--- src/rtl/mio_regs.svh ---
// Register offsets, field positions, reset values and limits of the external I/O port
`ifndef MIO_REGS_SVH
`define MIO_REGS_SVH
// ==========================================================
// Register byte offsets
`define MIO_CTRL_OFS     8'h00
`define MIO_STATUS_OFS   8'h04
`define MIO_RXCHAR_OFS   8'h08
`define MIO_CMD_OFS      8'h0C
`define MIO_ERRLOG_OFS   8'h10
// ==========================================================
// Control fields
`define MIO_CTRL_PAUSE_EN 0
`define MIO_CTRL_RUN      1
`define MIO_CTRL_SPINDLE  2
`define MIO_CTRL_ACK      3
`define MIO_CTRL_RESET    3'h0
// Received character fields
`define MIO_RX_END        8
// Command fields
`define MIO_CMD_CODE_LSB  0
`define MIO_CMD_PARM_LSB  16
// ==========================================================
// Error numbers
`define MIO_ERR_BLOCK     8'h0E
`define MIO_ERR_CMD       8'h0F
`define MIO_ERR_PARM      8'h12
`define MIO_ERR_SIZE      8'h20
// ==========================================================
// Limits
`define MIO_BLOCK_MAX     8'h80
`define MIO_DATA_MAX      24'hA00000
`define MIO_CMD_LAST      8'h3F
`define MIO_PARM_MAX      16'h7FFF
`endif

--- src/rtl/mio_pkg.sv ---
// Types shared by the external I/O port modules
package mio_pkg;
  // AXI response codes
  typedef enum logic [1:0] {MIO_OKAY = 2'h0, MIO_SLVERR = 2'h2} mio_resp_e;
  // Halt state of command execution
  typedef enum logic {MIO_ST_RUN, MIO_ST_HALT} mio_state_e;
  // Error log contents
  typedef struct packed {
    logic       valid;
    logic [7:0] detail;
    logic [7:0] number;
  } mio_log_s;
endpackage : mio_pkg

--- src/rtl/mio_sync_if.sv ---
// Carrier between the pin synchroniser and the port logic
`timescale 1ns/10ps
interface mio_sync_if;
  logic [1:0] raw;   // Pin levels straight from the terminal block
  logic [1:0] level; // Filtered levels on aclk
  modport sync (input raw, output level);
  modport user (output raw, input level);
endinterface : mio_sync_if

--- src/rtl/mio_sync.sv ---
// Three-stage synchroniser with agreement filter for the input pins
`timescale 1ns/10ps
module mio_sync (
  input wire logic aclk,
  input wire logic aresetn,
  mio_sync_if.sync pins
);
  logic [1:0] s1_q; // First stage, read only by second
  logic [1:0] s2_q; // Second stage
  logic [1:0] s3_q; // Third stage
  logic [1:0] lvl_q; // Accepted level

  // ==========================================================
  // Shift chain
  always_ff @(posedge aclk) begin
    if (!aresetn) begin
      s1_q <= 2'h0;
      s2_q <= 2'h0;
      s3_q <= 2'h0;
    end else begin
      s1_q <= pins.raw;
      s2_q <= s1_q;
      s3_q <= s2_q;
    end
  end

  // Level moves only once stages two and three agree
  always_ff @(posedge aclk) begin
    if (!aresetn) begin
      lvl_q <= 2'h0;
    end else begin
      for (int i = 0; i < 2; i++) begin
        if (s2_q[i] == s3_q[i]) begin
          lvl_q[i] <= s3_q[i];
        end
      end
    end
  end

  assign pins.level = lvl_q;
endmodule : mio_sync

--- src/rtl/mio_port.sv ---
// External I/O port with error checking and error log, AXI4-Lite slave
`timescale 1ns/10ps
`include "mio_regs.svh"
module mio_port (
  input  wire logic             aclk,
  input  wire logic             aresetn,
  input  wire logic [7:0]       s_axi_awaddr,
  input  wire logic             s_axi_awvalid,
  output logic                  s_axi_awready,
  input  wire logic [31:0]      s_axi_wdata,
  input  wire logic [3:0]       s_axi_wstrb,
  input  wire logic             s_axi_wvalid,
  output logic                  s_axi_wready,
  output mio_pkg::mio_resp_e    s_axi_bresp,
  output logic                  s_axi_bvalid,
  input  wire logic             s_axi_bready,
  input  wire logic [7:0]       s_axi_araddr,
  input  wire logic             s_axi_arvalid,
  output logic                  s_axi_arready,
  output logic [31:0]           s_axi_rdata,
  output mio_pkg::mio_resp_e    s_axi_rresp,
  output logic                  s_axi_rvalid,
  input  wire logic             s_axi_rready,
  input  wire logic             pause_resume_input,
  input  wire logic             reserved_input,
  output logic                  spindle_state_output,
  output logic                  error_state_output,
  output logic                  reserved_output,
  output logic                  exec_enable
);
  import mio_pkg::*;

  // ==========================================================
  // Declarations
  mio_sync_if sif ();                 // Pin carrier
  logic              aw_full_q;      // Write address held
  logic [7:0]        awaddr_q;       // Held write address
  logic              w_full_q;       // Write data held
  logic [31:0]       wdata_q;        // Held write data
  logic [3:0]        wstrb_q;        // Held byte strobes
  logic              bvalid_q;       // Write response pending
  mio_resp_e         bresp_q;        // Write response code
  logic              rvalid_q;       // Read data pending
  mio_resp_e         rresp_q;        // Read response code
  logic [31:0]       rdata_q;        // Read data
  logic              do_write;       // Both halves present
  logic [2:0]        ctrl_q;         // Pause enable, run, spindle
  mio_state_e        state_q;        // Halt state
  logic [7:0]        blk_cnt_q;      // Characters in current block
  logic [23:0]       total_q;        // Characters received in total
  mio_log_s          log_q;          // Latest error
  logic              ack;            // Exit key pulse
  logic              char_wr;        // Character accepted
  logic              cmd_wr;         // Command accepted
  logic [7:0]        err_num;        // Error raised this cycle
  logic [7:0]        err_det;        // Detail for the log
  logic              pause_lvl;      // Filtered pause pin

  // ==========================================================
  // Functions
  // Register decode, shared by read and write paths
  function automatic logic mapped(input logic [7:0] a);
    mapped = (a == `MIO_CTRL_OFS) || (a == `MIO_STATUS_OFS) || (a == `MIO_RXCHAR_OFS) ||
             (a == `MIO_CMD_OFS) || (a == `MIO_ERRLOG_OFS);
  endfunction : mapped

  // Incrementing count that never wraps
  function automatic logic [23:0] sat_inc(input logic [23:0] v);
    sat_inc = (v == 24'hFFFFFF) ? v : v + 24'h000001;
  endfunction : sat_inc

  // ==========================================================
  // Pin synchroniser
  assign sif.raw = {reserved_input, pause_resume_input};
  mio_sync u_sync (
    .aclk    (aclk),
    .aresetn (aresetn),
    .pins    (sif.sync)
  );
  assign pause_lvl = sif.level[0];

  // ==========================================================
  // AXI write channels: address and data taken in either order
  assign s_axi_awready = !aw_full_q && !bvalid_q;
  assign s_axi_wready  = !w_full_q && !bvalid_q;
  assign do_write      = aw_full_q && w_full_q && !bvalid_q;

  // Address holding
  always_ff @(posedge aclk) begin
    if (!aresetn) begin
      aw_full_q <= 1'b0;
      awaddr_q  <= 8'h00;
    end else if (s_axi_awvalid && s_axi_awready) begin
      aw_full_q <= 1'b1;
      awaddr_q  <= {s_axi_awaddr[7:2], 2'b00};
    end else if (do_write) begin
      aw_full_q <= 1'b0;
    end
  end

  // Data holding
  always_ff @(posedge aclk) begin
    if (!aresetn) begin
      w_full_q <= 1'b0;
      wdata_q  <= 32'h0000_0000;
      wstrb_q  <= 4'h0;
    end else if (s_axi_wvalid && s_axi_wready) begin
      w_full_q <= 1'b1;
      wdata_q  <= s_axi_wdata;
      wstrb_q  <= s_axi_wstrb;
    end else if (do_write) begin
      w_full_q <= 1'b0;
    end
  end

  // Write response, error for unmapped or read-only words
  always_ff @(posedge aclk) begin
    if (!aresetn) begin
      bvalid_q <= 1'b0;
      bresp_q  <= MIO_OKAY;
    end else if (do_write) begin
      bvalid_q <= 1'b1;
      bresp_q  <= (mapped(awaddr_q) && awaddr_q != `MIO_STATUS_OFS && awaddr_q != `MIO_ERRLOG_OFS)
                  ? MIO_OKAY : MIO_SLVERR;
    end else if (s_axi_bready) begin
      bvalid_q <= 1'b0;
    end
  end
  assign s_axi_bvalid = bvalid_q;
  assign s_axi_bresp  = bresp_q;

  // ==========================================================
  // AXI read channel, one read in flight
  assign s_axi_arready = !rvalid_q;
  always_ff @(posedge aclk) begin
    if (!aresetn) begin
      rvalid_q <= 1'b0;
      rresp_q  <= MIO_OKAY;
      rdata_q  <= 32'h0000_0000;
    end else if (s_axi_arvalid && s_axi_arready) begin
      rvalid_q <= 1'b1;
      rresp_q  <= mapped({s_axi_araddr[7:2], 2'b00}) ? MIO_OKAY : MIO_SLVERR;
      case ({s_axi_araddr[7:2], 2'b00})
        `MIO_CTRL_OFS:   rdata_q <= {29'h0, ctrl_q};
        // Reserved input shown but drives nothing
        `MIO_STATUS_OFS: rdata_q <= {27'h0, sif.level[1], pause_lvl, state_q == MIO_ST_HALT,
                                     error_state_output, exec_enable};
        `MIO_ERRLOG_OFS: rdata_q <= {15'h0, log_q};
        default:         rdata_q <= 32'h0000_0000;
      endcase
    end else if (s_axi_rready) begin
      rvalid_q <= 1'b0;
    end
  end
  assign s_axi_rvalid = rvalid_q;
  assign s_axi_rresp  = rresp_q;
  assign s_axi_rdata  = rdata_q;

  // ==========================================================
  // Control register; the reserved input has no setting here
  always_ff @(posedge aclk) begin
    if (!aresetn) begin
      ctrl_q <= `MIO_CTRL_RESET;
    end else if (do_write && awaddr_q == `MIO_CTRL_OFS && wstrb_q[0]) begin
      ctrl_q <= wdata_q[2:0];
    end
  end

  // Exit key is a write-one pulse, never stored
  assign ack = do_write && awaddr_q == `MIO_CTRL_OFS && wstrb_q[0] && wdata_q[`MIO_CTRL_ACK];

  // Data writes are dropped while halted, so the host must stop sending
  assign char_wr = do_write && awaddr_q == `MIO_RXCHAR_OFS && wstrb_q[0] && state_q == MIO_ST_RUN;
  assign cmd_wr  = do_write && awaddr_q == `MIO_CMD_OFS && state_q == MIO_ST_RUN;

  // ==========================================================
  // Error detection, one error per accepted write
  // Priority is size, block, command, parameter; only the first match is logged
  always_comb begin
    err_num = 8'h00;
    err_det = 8'h00;
    if (char_wr && total_q >= `MIO_DATA_MAX) begin
      err_num = `MIO_ERR_SIZE;
      err_det = wdata_q[7:0];
    end else if (char_wr && blk_cnt_q >= `MIO_BLOCK_MAX - 8'h01) begin
      err_num = `MIO_ERR_BLOCK;
      err_det = wdata_q[7:0];
    end else if (cmd_wr && wdata_q[7:`MIO_CMD_CODE_LSB] > `MIO_CMD_LAST) begin
      err_num = `MIO_ERR_CMD;
      err_det = wdata_q[7:0];
    end else if (cmd_wr && wdata_q[31:`MIO_CMD_PARM_LSB] > `MIO_PARM_MAX) begin
      err_num = `MIO_ERR_PARM;
      err_det = wdata_q[7:0];
    end
  end

  // Character counters; a block ends with its end-marked character
  always_ff @(posedge aclk) begin
    if (!aresetn) begin
      blk_cnt_q <= 8'h00;
      total_q   <= 24'h000000;
    end else if (char_wr) begin
      total_q   <= sat_inc(total_q);
      blk_cnt_q <= (wdata_q[`MIO_RX_END] || err_num != 8'h00) ? 8'h00 : blk_cnt_q + 8'h01;
    end
  end

  // ==========================================================
  // Halt state: a new error wins over an acknowledge
  always_ff @(posedge aclk) begin
    if (!aresetn) begin
      state_q <= MIO_ST_RUN;
    end else if (err_num != 8'h00) begin
      state_q <= MIO_ST_HALT;
    end else if (ack) begin
      state_q <= MIO_ST_RUN;
    end
  end

  // Error log survives the acknowledge; only reset or a newer error changes it
  always_ff @(posedge aclk) begin
    if (!aresetn) begin
      log_q <= '0;
    end else if (err_num != 8'h00) begin
      log_q <= '{valid: 1'b1, detail: err_det, number: err_num};
    end
  end

  // ==========================================================
  // Execution gate; pause only matters in run mode with the function on
  assign exec_enable = ctrl_q[`MIO_CTRL_RUN] && state_q == MIO_ST_RUN &&
                       !(ctrl_q[`MIO_CTRL_PAUSE_EN] && !pause_lvl);

  // Fixed-function outputs
  assign spindle_state_output = !ctrl_q[`MIO_CTRL_SPINDLE];
  assign error_state_output   = state_q == MIO_ST_HALT;
  assign reserved_output      = 1'b0;
endmodule : mio_port

--- config.mk ---
export PLATFORM = sky130hd
export DESIGN_NAME = mio_port
export DESIGN_NICKNAME = d
export VERILOG_FILES = /design/src/rtl/mio_pkg.sv /design/src/rtl/mio_sync_if.sv /design/src/rtl/mio_sync.sv /design/src/rtl/mio_port.sv
export VERILOG_INCLUDE_DIRS = /design/src /design/src/rtl
export SDC_FILE = /design/constraint.sdc
export NUM_CORES = 1
export LEC_CHECK = 0
export BUFFER_PORTS_ARGS = -buffer_cell sky130_fd_sc_hd__buf_2
export CAP_MARGIN = 20
export CORE_ASPECT_RATIO = 0.6
export CORE_MARGIN = 4
export CORE_UTILIZATION = 55
export CTS_CLUSTER_SIZE = 14
export DETAILED_ROUTE_END_ITERATION = 8
export PLACE_DENSITY = 0.86
export SLEW_MARGIN = 20
export SYNTH_ARGS = -nofsm -noshare
export SYNTH_HDL_FRONTEND = slang
export SYNTH_SLANG_ARGS = --single-unit
--- constraint.sdc ---
create_clock -name aclk -period 6.61 [get_ports aclk]
set_input_delay 1.322 -clock aclk [delete_from_list [all_inputs] [get_ports aclk]]
set_output_delay 1.322 -clock aclk [all_outputs]
set_load 0.005 [all_outputs]
==> reports/summary.txt <==
Slew margin rel.: 0.355
Multi-input gate area: 0.00216 mm^2
Crit path cell chain: buf_2 -> clkinv_1 -> buf_4 -> a21oi_1
Antenna violations before repair: 0
RSZ-0062 raised after global routing: false
Total Wirelength: 10200 um
PwrDens: 240 mW/mm^2
Worst Hold End: u_sync.s2_q[0]$_SDFF_PN0_
Setup TNS: 0 ps
Crit-path max FO: 48
Tot GR Track Use: 0.221
# DRC: 0
Largest net degree at the start of global routing: 49
Synth Flop Type: dfxtp_1
CTS tree: built
FILL cells: 610
DP Cell Count: 643
CP max-delay cell: clkinv_1
Slowest Stage Delay on Critical Path: 780 ps
Std cell rows: 24
Fin cells: 659
Synth top area share: 0.445
Vias in the first global route: 3424
Sequential cell area: 0.00192 mm^2
Vias/cell: 5.77
Reg2reg end: blk_cnt_q[6]$_SDFFE_PN0P_
# clock sinks: 96
N_diodes: 0
TritonRoute pass-1 iters: 5
Cell taking the most area after synthesis: dfxtp_1
Final Max Tran Viols: 0
Final worst path period share: 0.491
CP Data Required Time: 6870 ps
Postcts setup bufs: 0
Mean post-synth cell area: 8.46 um^2
Core footprint: 0.00745 mm^2
Tmin final: 3250 ps
Sequential fraction of the synthesis area: 0.445
GR Overflow Total: 0
Endpoint class of the critical path: flip-flop
First-pass GRT wire length: 16700 um
CP startpoint kind: primary input
Layout cell share with drive strength beyond 1: 0.146
Chip Width: 122 um
Synthesis-stage register bit count: 96
Yosys Warn Count: 0
Max Cap Violations: 0
H-tree Lvls: 3
Multiplexer share of the synthesized area: 0.0464
Worst-path clk slew: 60 ps
Crit path max-delay family: buffers and inverters
Fin nets: 614
Worst Path Arrival: 3510 ps
Async SR Flop Fraction: 0
I/O pin cnt: 106
Setup violators final: 0
Cells after Synth: 510
Tot Pwr: 1.16 mW
GPL Wtd Cong: 0.915
Vias: 3801
Critical R2R Launch: awaddr_q[7]$_SDFFE_PN0P_
Synthesized-area fraction occupied by adder cells: 0.00870
WP depth: 4
Hold WC Path Type: reg2reg
Dpl hpwl: 7300 um
Worst-margin pin slew: 955 ps
Starting Density: 0.580
Bufs and invs on worst path: 3
DR iter-0 viols: 424
Yosys cell types: 56
Root Driver: clkbuf_16
Fin Hold WS: 436 ps
FF-to-FF path depth: 5
Count of final hold-check violations: 0
Simple-Gate Fraction of Synth Area: 0.264
Full die area: 0.00938 mm^2
Top post-synthesis cells by area: dfxtp_1 (45%), nand2_1 (5.0%), mux2i_1 (4.6%)
Largest vdd supply drop: 0.183 mV
Clock tree buffer depth: 2
Final antenna-violating net count: 0
EDFF count, synth: 0
Layout Skew: 5.29 ps
Leak: 1.86 nW
Area grow syn2layout: 12.2%
Hold depth: 1
Max Freq: 308 MHz
Min-delay src: u_sync.s1_q[0]$_SDFF_PN0_
Critical path type: in2reg
Post-Synth XOR/XNOR Area: 0.0142
Flop-to-flop setup slack: 3900 ps
Crit. Startpoint: aresetn
Mapped cell area: 0.00432 mm^2
Avg WL per Cell: 15.5 um
Main combinational cell family by area after synthesis: simple AND/OR/NAND/NOR gates
Num CTS Buffers: 9
Port-buffer cells: 56
Compound-Gate Fraction of Synth Area: 0.150
Post-CTS sizing: 0
Hold_buf cts: 0
Clock Latency Late Sink: 340 ps
Die height: 76.6 um
Status: finished, final reports clean
-- per-layer routing --
metal  routed length [um]  global-route usage  share of wire
met1                 4680               0.319           0.46
met2                 4330               0.315           0.42
met4                  112              0.0670          0.011
met5                    0                   0              0
met3                 1070              0.0690           0.10
-- cell type report --
type                       count  area share
inverter                      11     0.00852
tap                          104      0.0269
multi-input combinational    373       0.446
sequential                    96       0.397
timing repair buffer          59      0.0625
clock inverter                 2     0.00258
clock buffer                  14      0.0566
-- how the worst max path moves through the flow --
stage                                              to  slack (ps)
CTS                 u_sync.pins.level[0]$_SDFFE_PN0N_        3460
finish                        wdata_q[0]$_SDFFE_PN0P_        3360
global route        u_sync.pins.level[0]$_SDFFE_PN0N_        3200
detailed placement  u_sync.pins.level[0]$_SDFFE_PN0N_        3090
global placement            blk_cnt_q[2]$_SDFFE_PN0P_        3170
floorplan                s_axi_rdata[10]$_SDFFE_PN0P_        3910
-- placed cells by master (no fill, tap or decap), types with 12 or more instances in the layout --
cell type  instances
nand3_1           23
and2_1            12
nand2b_1          12
a22oi_1           16
a21oi_1           38
nand4_1           12
o21ai_0           22
nand2_1           58
conb_1            20
dfxtp_1           96
mux2i_1           20
nor2_1            51
buf_2             56
-- logic make-up after synthesis --
family | Yosys count
other | 1
xor gates and xnor gates | 7
muxes | 20
DFF | 96
buffers and inverters | 60
adders and majority gates | 3
AOI/OAI and AO/OA | 101
and+or+nand+nor | 222
-- where the power goes --
group,switching [mW],internal (mW)
sequential,0.0112,0.590
clock,0.206,0.285
combinational,0.0470,0.0249
total,0.264,0.900
-- through the flow --
stage	area [um^2]	setup WS, ps	utilization
2_1_floorplan	4390	3910	-
3_3_place_gp	4560	3170	0.612
3_5_place_dp	4560	3090	0.612
4_1_cts	4840	3460	0.651
5_1_grt	4840	3200	0.651
6_report	4840	3360	0.651
-- sequential cells by signal (all words and copies together) (netlist names), 2 cells and up --
signal             count
ctrl_q                 3
u_sync.s1_q            2
u_sync.s3_q            2
total_q               24
log_q                 14
u_sync.pins.level      2
u_sync.s2_q            2
awaddr_q               6
wdata_q               10
blk_cnt_q              8
s_axi_rdata           15
-- synth_stat cells, types with 7 or more instances --
| cell | number |
|---|---|
| a21oi_1 | 38 |
| a22oi_1 | 16 |
| and2_1 | 12 |
| buf_4 | 20 |
| clkbuf_1 | 24 |
| dfxtp_1 | 96 |
| inv_1 | 10 |
| mux2i_1 | 20 |
| nand2_1 | 58 |
| nand2b_1 | 12 |
| nand3_1 | 23 |
| nand4_1 | 12 |
| nor2_1 | 51 |
| nor3_1 | 11 |
| nor4_1 | 8 |
| o21ai_0 | 22 |
| or3_1 | 7 |
No activity file was read; power rests on OpenSTA's default activity.
